--- src/pkg/spi_flash_defs.vh ---
`ifndef SPI_FLASH_DEFS_VH
`define SPI_FLASH_DEFS_VH

// ****************************************************************
// opcodes
// ****************************************************************
`define OP_LATCH_SET    8'h06
`define OP_LATCH_CLEAR  8'h04
`define OP_IDENT_READ   8'h9F
`define OP_STAT_READ    8'h05
`define OP_STAT_WRITE   8'h01
`define OP_PAGE_PROG    8'h02
`define OP_REGION_WIPE  8'hD8
`define OP_BULK_ERASE   8'hC7

// ****************************************************************
// status byte layout
// ****************************************************************
`define SR_WIP_BIT      0
`define SR_WEL_BIT      1
`define SR_BP_LSB       2
`define SR_BP_MSB       4
`define SR_LOCK_BIT     7
`define SR_LOCK_RESET   1'h0
`define SR_BP_RESET     3'h0

// ****************************************************************
// identity stream
// ****************************************************************
`define ID_LEN_BYTE     8'h10
`define ID_LAST_IDX     5'h13
`define ID_END_IDX      5'h14

// ****************************************************************
// command lengths in bytes, opcode included
// ****************************************************************
`define LEN_SHORT       3'h1
`define LEN_STAT_WRITE  3'h2
`define LEN_WIPE        3'h4
`define LEN_PROG_MIN    3'h5

// ****************************************************************
// self-timed cycles, times in ns at an 8 ns clock
// ****************************************************************
`define CLK_PERIOD_NS   24'h8
`define T_STAT_WRITE_NS 24'h3A98
`define T_PAGE_PROG_NS  24'h9C400
`define T_REGION_NS     24'h927C0
`define T_BULK_NS       24'h13D620

`endif

--- src/core/cycle_timer.v ---
// ****************************************************************
// self-timed busy cycle: load a count, run down, pulse done
// ****************************************************************
module cycle_timer #(
    parameter CW = 24
) (
    // clock and reset
    input  wire          ref_clk,
    input  wire          rst,
    // control
    input  wire          start,
    input  wire [CW-1:0] load,
    // status
    output reg           busy_reg,
    output reg           done_reg
);
    reg [CW-1:0] cnt_reg;   // cycles left

    // a start while busy is ignored; the caller never issues one
    always @(posedge ref_clk or posedge rst) begin
        if (rst) begin
            cnt_reg  <= {CW{1'b0}};
            busy_reg <= 1'b0;
            done_reg <= 1'b0;
        end else begin
            done_reg <= 1'b0;
            if (!busy_reg) begin
                if (start) begin
                    cnt_reg  <= load;
                    busy_reg <= 1'b1;
                end
            end else if (cnt_reg <= {{(CW-1){1'b0}}, 1'b1}) begin
                // last cycle: drop busy and flag completion once
                busy_reg <= 1'b0;
                done_reg <= 1'b1;
            end else begin
                cnt_reg <= cnt_reg - {{(CW-1){1'b0}}, 1'b1};
            end
        end
    end
endmodule // cycle_timer

--- src/core/spi_flash_status_protect_id.v ---
// How it works
// - latch-clear command clears write enable latch
// - latch cleared at reset and after write operations
// - identity: maker, two device, length, sixteen data
// - factory data bytes read zero, read-only
// - identity read ignored while write cycle runs
// - identity bits change on falling clock edge
// - deselect returns to standby awaiting next select
// - status readable anytime, repeats while clocked
// - busy bit high exactly while cycle runs
// - writes refused while write enable latch clear
// - protect bits change only by status write
// - bulk erase only with protect bits zero
// - lock plus low pin: status bits locked
// - status write needs latch set beforehand
// - bits six, five, one, zero unwritable
// - status write cycle: busy, then clear latch
// - lock clear: status writable when latch set and no cycle running
// - lock set: writable only with pin high
// - protected mode either order; pin high exits
// - msb first, inputs taken on rising edge
`include "spi_flash_defs.vh"

module spi_flash_status_protect_id #(
    parameter [7:0]   MAKER_ID   = 8'hA5,    // arbitrary value
    parameter [7:0]   DEV_TYPE   = 8'h5A,    // arbitrary value
    parameter [7:0]   DEV_SIZE   = 8'h3C,    // arbitrary value
    parameter [127:0] FACTORY    = 128'h0,   // custom_factory_data
    parameter [23:0]  WSR_CYC    = `T_STAT_WRITE_NS / `CLK_PERIOD_NS,
    parameter [23:0]  PROG_CYC   = `T_PAGE_PROG_NS / `CLK_PERIOD_NS,
    parameter [23:0]  WIPE_CYC   = `T_REGION_NS / `CLK_PERIOD_NS,
    parameter [23:0]  BULK_CYC   = `T_BULK_NS / `CLK_PERIOD_NS
) (
    // clock and reset
    input  wire ref_clk,
    input  wire rst,
    // spi pins from the host
    input  wire sel_n,
    input  wire sclk,
    input  wire mosi,
    // protect pin
    input  wire protect_input_n,
    // serial data out, driven only while oe is high
    output reg  miso_reg,
    output reg  miso_oe_reg
);
    // ****************************************************************
    // states
    // ****************************************************************
    localparam [5:0] ST_IDLE = 6'h01;  // deselected, standby
    localparam [5:0] ST_CMD  = 6'h02;  // taking opcode
    localparam [5:0] ST_ID   = 6'h04;  // streaming identity
    localparam [5:0] ST_STAT = 6'h08;  // streaming status
    localparam [5:0] ST_ARGS = 6'h10;  // taking write arguments
    localparam [5:0] ST_IGN  = 6'h20;  // ignoring until deselect

    // ****************************************************************
    // pin synchronisation and edge finding
    // ****************************************************************
    wire [3:0] pins_s;        // synchronised sel, clk, data, protect
    wire       sel_n_s;       // synchronised select
    wire       sclk_s;        // synchronised serial clock
    wire       mosi_s;        // synchronised serial data
    wire       prot_n_s;      // synchronised protect pin
    reg        sclk_d_reg;    // serial clock one cycle late
    reg        sel_d_reg;     // select one cycle late
    wire       rise;          // serial clock rising
    wire       fall;          // serial clock falling
    wire       sel_start;     // select asserted
    wire       sel_end;       // select released

    sync2 #(.W(4)) u_sync (
        .ref_clk  (ref_clk),
        .rst      (rst),
        .async_in ({sel_n, sclk, mosi, protect_input_n}),
        .sync_out (pins_s)
    );

    assign sel_n_s   = pins_s[3];
    assign sclk_s    = pins_s[2];
    assign mosi_s    = pins_s[1];
    assign prot_n_s  = pins_s[0];
    assign rise      = sclk_s & ~sclk_d_reg & ~sel_n_s;
    assign fall      = ~sclk_s & sclk_d_reg & ~sel_n_s;
    assign sel_start = ~sel_n_s & sel_d_reg;
    assign sel_end   = sel_n_s & ~sel_d_reg;

    // delayed copies for edge detection; read after the second stage only
    always @(posedge ref_clk or posedge rst) begin
        if (rst) begin
            sclk_d_reg <= 1'b1;
            sel_d_reg  <= 1'b1;
        end else begin
            sclk_d_reg <= sclk_s;
            sel_d_reg  <= sel_n_s;
        end
    end

    // ****************************************************************
    // registers of the command engine
    // ****************************************************************
    reg [5:0] state_reg;     // one-hot state
    reg [7:0] in_shift_reg;  // incoming bits
    reg [2:0] bit_cnt_reg;   // rising edges modulo eight
    reg [2:0] byte_cnt_reg;  // whole bytes, saturating at 7
    reg [7:0] opcode_reg;    // decoded opcode
    reg [7:0] arg_reg;       // second byte (status write data)
    reg [7:0] out_shift_reg; // outgoing bits
    reg [4:0] id_idx_reg;    // next identity byte
    reg       wel_reg;       // write_enable_latch
    reg       lock_reg;      // status_write_lock, non-volatile
    reg [2:0] bp_reg;        // block_protect_bits, non-volatile
    reg       wsr_op_reg;    // running cycle is a status write
    reg [7:0] pend_reg;      // status byte waiting for cycle end
    reg       start_reg;     // one-cycle timer start
    reg [23:0] load_reg;     // timer count

    wire       busy;         // write_in_progress
    wire       done;         // cycle finished
    wire [7:0] in_byte;      // byte completed on this edge
    wire       hardware_protected_mode;          // hardware_protected_mode
    wire [7:0] status_byte;  // status as read
    wire [7:0] next_out;     // byte loaded at a byte boundary
    wire       boundary;     // whole bytes since select
    wire       can_write;    // latch set, no cycle running
    wire       arr_ok;       // array writes allowed

    assign in_byte = {in_shift_reg[6:0], mosi_s};
    // pure level: holds while lock is one and pin low, in either order
    assign hardware_protected_mode = lock_reg & ~prot_n_s;
    // b6 and b5 always zero
    assign status_byte = {lock_reg, 2'b00, bp_reg, wel_reg, busy};
    assign boundary  = (bit_cnt_reg == 3'h0);
    assign can_write = wel_reg & ~busy;
    // any set protect bit guards every array write: region map not modelled
    assign arr_ok    = can_write & (bp_reg == 3'h0);

    // identity byte by index; past the last byte the line reads zero
    function [7:0] id_byte;
        input [4:0] idx;
        reg   [4:0] off;
        begin
            off = 5'h0;
            case (idx)
                5'h00: id_byte = MAKER_ID;
                5'h01: id_byte = DEV_TYPE;
                5'h02: id_byte = DEV_SIZE;
                5'h03: id_byte = `ID_LEN_BYTE;
                default: begin
                    if (idx <= `ID_LAST_IDX) begin
                        off     = `ID_LAST_IDX - idx;
                        id_byte = FACTORY[{off[3:0], 3'b000} +: 8];
                    end else begin
                        id_byte = 8'h00;
                    end
                end
            endcase
        end
    endfunction

    assign next_out = (state_reg == ST_ID) ? id_byte(id_idx_reg) : status_byte;

    // ****************************************************************
    // self-timed cycle
    // ****************************************************************
    cycle_timer #(.CW(24)) u_timer (
        .ref_clk  (ref_clk),
        .rst      (rst),
        .start    (start_reg),
        .load     (load_reg),
        .busy_reg (busy),
        .done_reg (done)
    );

    // ****************************************************************
    // command engine
    // ****************************************************************
    // single process so that latch set and clear sources are ordered here
    always @(posedge ref_clk or posedge rst) begin
        if (rst) begin
            state_reg     <= ST_IDLE;
            in_shift_reg  <= 8'h00;
            bit_cnt_reg   <= 3'h0;
            byte_cnt_reg  <= 3'h0;
            opcode_reg    <= 8'h00;
            arg_reg       <= 8'h00;
            out_shift_reg <= 8'h00;
            id_idx_reg    <= 5'h00;
            wel_reg       <= 1'b0;
            lock_reg      <= `SR_LOCK_RESET;
            bp_reg        <= `SR_BP_RESET;
            wsr_op_reg    <= 1'b0;
            pend_reg      <= 8'h00;
            start_reg     <= 1'b0;
            load_reg      <= 24'h0;
            miso_reg      <= 1'b0;
            miso_oe_reg   <= 1'b0;
        end else begin
            start_reg <= 1'b0;
            // cycle end: apply status, drop latch
            if (done) begin
                wel_reg <= 1'b0;
                if (wsr_op_reg) begin
                    lock_reg <= pend_reg[`SR_LOCK_BIT];
                    bp_reg   <= pend_reg[`SR_BP_MSB:`SR_BP_LSB];
                end
            end
            if (sel_n_s) begin
                // standby: any frame in flight is dropped
                state_reg   <= ST_IDLE;
                miso_oe_reg <= 1'b0;
                if (sel_end && state_reg == ST_ARGS && boundary) begin
                    // execute on release at a byte boundary only
                    case (opcode_reg)
                        `OP_LATCH_SET: begin
                            if (byte_cnt_reg == `LEN_SHORT && !busy)
                                wel_reg <= 1'b1;
                        end
                        `OP_LATCH_CLEAR: begin
                            if (byte_cnt_reg == `LEN_SHORT)
                                wel_reg <= 1'b0;
                        end
                        `OP_STAT_WRITE: begin
                            // exactly one data byte, latch set, not locked
                            if (byte_cnt_reg == `LEN_STAT_WRITE && can_write
                                && !hardware_protected_mode) begin
                                pend_reg   <= arg_reg;
                                wsr_op_reg <= 1'b1;
                                load_reg   <= WSR_CYC;
                                start_reg  <= 1'b1;
                            end
                        end
                        `OP_PAGE_PROG: begin
                            if (byte_cnt_reg >= `LEN_PROG_MIN && arr_ok) begin
                                wsr_op_reg <= 1'b0;
                                load_reg   <= PROG_CYC;
                                start_reg  <= 1'b1;
                            end
                        end
                        `OP_REGION_WIPE: begin
                            if (byte_cnt_reg == `LEN_WIPE && arr_ok) begin
                                wsr_op_reg <= 1'b0;
                                load_reg   <= WIPE_CYC;
                                start_reg  <= 1'b1;
                            end
                        end
                        `OP_BULK_ERASE: begin
                            if (byte_cnt_reg == `LEN_SHORT && arr_ok) begin
                                wsr_op_reg <= 1'b0;
                                load_reg   <= BULK_CYC;
                                start_reg  <= 1'b1;
                            end
                        end
                        default: begin
                            state_reg <= ST_IDLE;
                        end
                    endcase
                end
            end else begin
                if (sel_start) begin
                    // fresh frame: clear counters
                    state_reg    <= ST_CMD;
                    bit_cnt_reg  <= 3'h0;
                    byte_cnt_reg <= 3'h0;
                    id_idx_reg   <= 5'h00;
                end
                if (rise) begin
                    // msb first, taken on rising edges
                    in_shift_reg <= in_byte;
                    bit_cnt_reg  <= bit_cnt_reg + 3'h1;
                    if (bit_cnt_reg == 3'h7) begin
                        if (byte_cnt_reg != 3'h7)
                            byte_cnt_reg <= byte_cnt_reg + 3'h1;
                        if (state_reg == ST_CMD) begin
                            opcode_reg <= in_byte;
                            if (in_byte == `OP_STAT_READ)
                                state_reg <= ST_STAT;
                            else if (busy)
                                state_reg <= ST_IGN;
                            else if (in_byte == `OP_IDENT_READ)
                                state_reg <= ST_ID;
                            else
                                state_reg <= ST_ARGS;
                        end else if (state_reg == ST_ARGS
                                     && byte_cnt_reg == `LEN_SHORT) begin
                            arg_reg <= in_byte;
                        end
                    end
                end
                if (fall && (state_reg == ST_ID || state_reg == ST_STAT)) begin
                    // output bits change on falling edges only
                    miso_oe_reg <= 1'b1;
                    if (boundary) begin
                        // status reloads live each byte, so it repeats
                        miso_reg      <= next_out[7];
                        out_shift_reg <= {next_out[6:0], 1'b0};
                        if (state_reg == ST_ID && id_idx_reg != `ID_END_IDX)
                            id_idx_reg <= id_idx_reg + 5'h01;
                    end else begin
                        miso_reg      <= out_shift_reg[7];
                        out_shift_reg <= {out_shift_reg[6:0], 1'b0};
                    end
                end
            end
        end
    end
endmodule // spi_flash_status_protect_id

--- src/core/sync2.v ---
// ****************************************************************
// two-stage synchroniser, one lane per bit
// ****************************************************************
module sync2 #(
    parameter W = 4
) (
    // clock and reset
    input  wire         ref_clk,
    input  wire         rst,
    // asynchronous levels in, synchronised levels out
    input  wire [W-1:0] async_in,
    output wire [W-1:0] sync_out
);
    genvar i;
    generate
        for (i = 0; i < W; i = i + 1) begin : g_lane
            reg meta_reg;   // first stage, read only by second
            reg safe_reg;   // second stage
            // both stages reset high: idle select and protect pins sit high
            always @(posedge ref_clk or posedge rst) begin
                if (rst) begin
                    meta_reg <= 1'b1;
                    safe_reg <= 1'b1;
                end else begin
                    meta_reg <= async_in[i];
                    safe_reg <= meta_reg;
                end
            end
            assign sync_out[i] = safe_reg;
        end
    endgenerate
endmodule // sync2

--- config.mk ---
export PLATFORM = sky130hd
export DESIGN_NAME = spi_flash_status_protect_id
export DESIGN_NICKNAME = d
export VERILOG_FILES = /design/src/core/cycle_timer.v /design/src/core/spi_flash_status_protect_id.v /design/src/core/sync2.v
export VERILOG_INCLUDE_DIRS = /design/src /design/src/pkg
export SDC_FILE = /design/constraint.sdc
export NUM_CORES = 1
export LEC_CHECK = 0
export BUFFER_PORTS_ARGS = -buffer_cell sky130_fd_sc_hd__clkbuf_2
export CORE_MARGIN = 1.5
export CORE_UTILIZATION = 40
export DETAILED_ROUTE_END_ITERATION = 10
export SYNTH_ARGS = -nofsm -noshare
export SYNTH_HDL_FRONTEND = slang
export SYNTH_SLANG_ARGS = --single-unit
--- constraint.sdc ---
create_clock -name ref_clk -period 6.85 [get_ports ref_clk]
set_input_delay 0.3425 -clock ref_clk [delete_from_list [all_inputs] [get_ports ref_clk]]
set_output_delay 0.3425 -clock ref_clk [all_outputs]
set_load 0.005 [all_outputs]
* Yosys cells after proc, flatten, opt, wreduce, memory -nomap -nowiden
Index checks and enable logic that the tools add are counted.
** Cells by class
- Bitwise gates (word level) :: 16
- Equal/unequal tests :: 26
- Reductions and logical operators :: 30
- $lt $le $gt $ge :: 3
- Mux-type cells :: 56
- Shift-type cells :: 1
- Add/subtract/negate cells :: 5
** Operator list (number)
- $mux 24 :: 7
- $shiftx 128x8->8 const A :: 1
- $pmux 24 s4 :: 1
- $mux 6 :: 7
- $pmux 8 s4 :: 1
- $mux 5 :: 5
- $eq 8x3->1 const B :: 3
- $eq 8x8->1 const B :: 3
- $le 24x1->1 const B :: 1
- $mux 8 :: 3
- $sub 24x1->24 const B :: 1
- $mux 1 :: 23
- $mux 3 :: 6
- $logic_and 1x1->1 :: 11
- $eq 5x2->1 const B :: 2
- $ne 2x2->1 const B :: 5
- $reduce_and 2->1 :: 5
- $and 1x1->1 :: 9
- $eq 8x1->1 const B :: 1
- $eq 8x2->1 const B :: 1
- $pmux 1 s4 :: 2
- $reduce_and 4->1 :: 2
- $not 1->1 :: 7
- $reduce_and 7->1 :: 1
- other kinds (23) :: 29
** Storage, ports and cells
- Output and inout port bits :: 2
- Register bits :: 125
- Logic and storage cells :: 167

* Longest topological paths before layout
- Depth after elaboration :: 8
- Depth in mapped cells :: 8
- Depth with buffers taken out :: 8

* Cells and area by module
A second synthesis with hierarchy kept.
** Unflattened totals
- Cell total of the unflattened synthesis :: 506
- Area total of the unflattened synthesis :: 5192.5 um^2
** By module, submodules not included
- spi_flash_status_protect_id :: cells an instance 299, area each 3315.7 um^2, sequential area each 1680.4 um^2, instances 1
- cycle_timer :: cells an instance 194, area each 1632.8 um^2, sequential area each 650.6 um^2, instances 1
- sync2 :: cells an instance 13, area each 244.0 um^2, sequential area each 210.2 um^2, instances 1

* Worst setup path before layout
No wires, ideal clock.
- Path type :: reg2reg
- Start :: register opcode_reg[5]
- End :: register load_reg[10]
- Cell stages (with the launch flop) :: 7
- Period minus slack after synthesis :: 2.312 ns
- Data required time :: 6.725 ns
- Library setup time :: 0.125 ns
- Arrival time :: 2.187 ns
- Setup slack :: 4.538 ns
- Path through :: dfrtp_1 -> or3_1 -> or4_4 -> nor2_4 -> a32oi_1 -> a211oi_4 -> mux2_2
** On the way
- Word-level cells in the longest chain between the ends :: 3
** Ends and longest elaborated chain
- start: declaration :: line spi_flash_status_protect_id.v:106 : reg [7:0] opcode_reg;
- start signal: assignment :: line spi_flash_status_protect_id.v:275 : opcode_reg <= in_byte;
- $eq 8x8->1, or another cell as far along :: line spi_flash_status_protect_id.v:214 : case (opcode_reg)
- $reduce_bool 4->1 (no source line) / $ne 2x2->1 (equally long branches)
- $reduce_and 7->1 (no source line)
- end signal: assignment :: line spi_flash_status_protect_id.v:229 : load_reg <= WSR_CYC;
- end signal: assignment :: line spi_flash_status_protect_id.v:236 : load_reg <= PROG_CYC;
- end signal: assignment :: line spi_flash_status_protect_id.v:243 : load_reg <= WIPE_CYC;
- end: declaration :: line spi_flash_status_protect_id.v:116 : reg [23:0] load_reg;
Several ways; a longest one is shown, not always the timed one.
A chain may end at the register's enable or synchronous reset.

* Worst setup path after layout
- Start :: register u_timer.cnt_reg[18]
- End :: register u_timer.cnt_reg[19]
** On the way
- Word-level cells in the longest chain between the ends :: 3
** Ends and longest elaborated chain
- start: declaration :: line cycle_timer.v:17 : reg [CW-1:0] cnt_reg;
- start signal: assignment :: line cycle_timer.v:22 : cnt_reg <= {CW{1'b0}};
- start signal: assignment :: line cycle_timer.v:29 : cnt_reg <= load;
- start signal: assignment :: line cycle_timer.v:37 : cnt_reg <= cnt_reg - {{(CW-1){1'b0}}, 1'b1};
- $sub 24x1->24 / $le 24x1->1 (equally long branches) :: line cycle_timer.v:37, cycle_timer.v:32
- $mux 24 / $ne 2x2->1 (equally long branches)
- $mux 24 / $reduce_and 2->1 (equally long branches)
Several ways; a longest one is shown, not always the timed one. The select of a mux whose other input is x is not followed.

==> impl_metrics.env <==
export IMPL_dieArea_um2=13200
export IMPL_antenna_found_initial=0
export IMPL_tightest_slew_ns=1.04
export IMPL_finalWirelength_mm=10.2
export IMPL_grt_start_max_net_pins=85
export IMPL_place_inst=641
export IMPL_start_util_pct=41.4
export IMPL_met3_usage_pct=3.32
export IMPL_startpoint="u_timer.cnt_reg[18]"
export IMPL_drc=0
export IMPL_ir_drop_mv=0.133
export IMPL_slew_violations=0
export IMPL_clock_sinks=101
export IMPL_clk_pin_slew_ns=0.07
export IMPL_timing_final_crit_share_pct=44.2
export IMPL_dieHeight_um=115
export IMPL_ys_seq_area_share_pct=50.7
export IMPL_hp_start="protect_input_n"
export IMPL_start_kind="flop"
export IMPL_design_core_area_um2=12100
export IMPL_num_io_pins=8
export IMPL_r2r_start="u_timer.cnt_reg[18]"
export IMPL_synth_area_um2=5010
export IMPL_use_met2_pct=25.0
export IMPL_synthTopCellsByArea="dfrtp_1 (45%), mux2_2 (7.6%), dfstp_2 (5.8%), ha_1 (3.5%), o21ai_0 (3.4%)"
export IMPL_clock_latency_ns=0.36
export IMPL_htreeDepth=3
export IMPL_vias_per_cell=5.46
export IMPL_hp_class="in2reg"
export IMPL_rows=40
export IMPL_cap_viol_max_count=0
export IMPL_die_width_um=115
export IMPL_ys_types=64
export IMPL_grt_pass1_wl_mm=17.6
export IMPL_drive_gt1_share_pct=17.8
export IMPL_portBuffers=7
export IMPL_avgSynthCellArea_um2=10.4
export IMPL_dp_hpwl_mm=6.99
export IMPL_first_pass_iters=5
export IMPL_finClkSkew_ns=0.00999
export IMPL_gr_total_overflow=0
export IMPL_outcome="finished clean"
export IMPL_final_cell_mix="dfrtp_1 (90), nor2_1 (44), nand2_1 (35)"
export IMPL_finalCriticalPeriod_ns=3.03
export IMPL_ant_nets=0
export IMPL_rsz0062_at_grt="false"
export IMPL_finalNonFillerCells=658
export IMPL_grtUsageTotal_pct=17.2
export IMPL_fin_setup_tns_ns=0
export IMPL_syn_num_nets=502
export IMPL_routedWlPerCell_um=15.5
export IMPL_final_common_cell="dfrtp_1"
export IMPL_max_slew_margin_pct=31.0
export IMPL_arrival_ns=3.25
export IMPL_area_delta_synth_final_pct=9.67
export IMPL_largest_register_ffs=24
export IMPL_cp_end_kind="flop"
export IMPL_yosysTopAreaCell="dfrtp_1"
export IMPL_nets=505
export IMPL_synth_seq_cells=101
export IMPL_hold_viol_final=0
export IMPL_fmax_mhz=330
export IMPL_syn_inst=482
export IMPL_leakage_nw=2.44
export IMPL_first_iter_violations=133
export IMPL_critPathMaxFanout=25
export IMPL_power_mw=1.26
export IMPL_yosys_warnings=0
export IMPL_gp_congestion=0.838
export IMPL_clock_path_buffers=2
export IMPL_synth_edff_count=0
export IMPL_synth_main_ff_cell="dfrtp_1"
export IMPL_vias=3591
export IMPL_regToRegSetupSlack_ns=3.82
export IMPL_p_per_area_nw_per_um2=229
export IMPL_first_global_vias=3549
export IMPL_required_ns=7.07
export IMPL_clockRootBuffer="clkbuf_16"
export IMPL_async_flop_share_pct=100
export IMPL_setup_viol=0
export IMPL_cts_tree="done"
export IMPL_numCtsBuffers=9
export IMPL_n_antenna_cell=0
export IMPL_gr_usage_met1_pct=24.2
export IMPL_critPathKind="reg2reg"
export IMPL_yosys_area_top_type_share_pct=45.0
export IMPL_grt_busiest_layer="met2"
==> what timing repair did <==
item                                    in CTS  in global routing
endpoints found under the setup margin       0                  0
setup buffers                                0                  0
resized for setup                            0                  0
hold endpoints to repair                    17                  0
hold buffers                                 1                  0
==> worst max-delay path, cell delays in order, from the launching register on <==
cell	delay (ns)
dfrtp_1	0.41
or4_1	0.56
or3_4	0.37
o32ai_4	0.78
inv_2	0.35
nand3_1	0.22
xor2_1	0.15
nor2_1	0.05
==> path summary, 6_finish.rpt <==
check / end / cells after the start
setup / recovery: u_timer.cnt_reg[19] / 7
hold / removal: u_sync.g_lane[0].meta_reg / 1
setup reg to reg: u_timer.cnt_reg[19] / 7
hold reg to reg: u_sync.g_lane[2].safe_reg / 0
max in group asynchronous: bit_cnt_reg[0] / 4
min in group asynchronous: u_timer.cnt_reg[16] / 3
==> through the flow <==
stage          hold WS [ns]  instance area, um^2  util [%]  setup WS [ns]
6_report             0.0640                 5490      45.4           3.82
3_3_place_gp          0.282                 5170      42.7           3.90
4_1_cts              0.0464                 5490      45.4           3.80
3_5_place_dp          0.293                 5170      42.7           3.82
2_1_floorplan         0.345                 5010         -           3.88
5_1_grt              0.0519                 5490      45.4           3.58
==> metal layers <==
layer | part of all wire [%] | vias to the layer above
met4 | 2.4 | 0
met5 | 0 | -
met3 | 3.7 | 18
li1 | - | 1742
met2 | 44 | 68
met1 | 50 | 1763
==> synth_stat cells (4+ instances only) <==
cell	number
dfrtp_1	90
nor2_1	44
nand2_1	35
mux2_2	34
o21ai_0	34
a21oi_1	23
inv_1	21
nor3_1	18
ha_1	14
nand3_1	14
clkbuf_1	12
dfstp_2	11
nor2b_1	9
nor4_1	9
nand2b_1	7
o21a_1	6
o22a_1	6
a31oi_1	5
or3_1	5
xnor2_1	5
nor3b_1	4
o22ai_1	4
o31ai_1	4
==> cells by family (layout without fill, tap and decap cells) <==
kind of cell / after synthesis / count (layout) / share of synthesized area [%]
DFF: 101 / 101 / 50.7
adders and majority gates: 14 / 14 / 3.50
and+or+nand+nor: 173 / 173 / 18.0
xor gates and xnor gates: 8 / 8 / 1.40
muxes: 37 / 37 / 8.24
buffers and inverters: 41 / 49 / 3.87
AOI/OAI and AO/OA: 108 / 108 / 14.3
==> area by class of cell <==
cell class,count,area (um^2)
clock buffer,10,229
clock inverter,6,86.3
fill,1165,6620
inverter,22,85.1
multi-input combinational,340,2270
sequential,101,2540
tap,168,210
timing repair buffer,11,67.6
==> report_power, final <==
| group | internal (mW) | switching [mW] | total [mW] |
|---|---|---|---|
| Clock | 0.320 | 0.226 | 0.546 |
| Sequential | 0.621 | 0.0307 | 0.652 |
| Combinational | 0.0256 | 0.0344 | 0.0599 |
No activity file was read; power rests on OpenSTA's default activity.
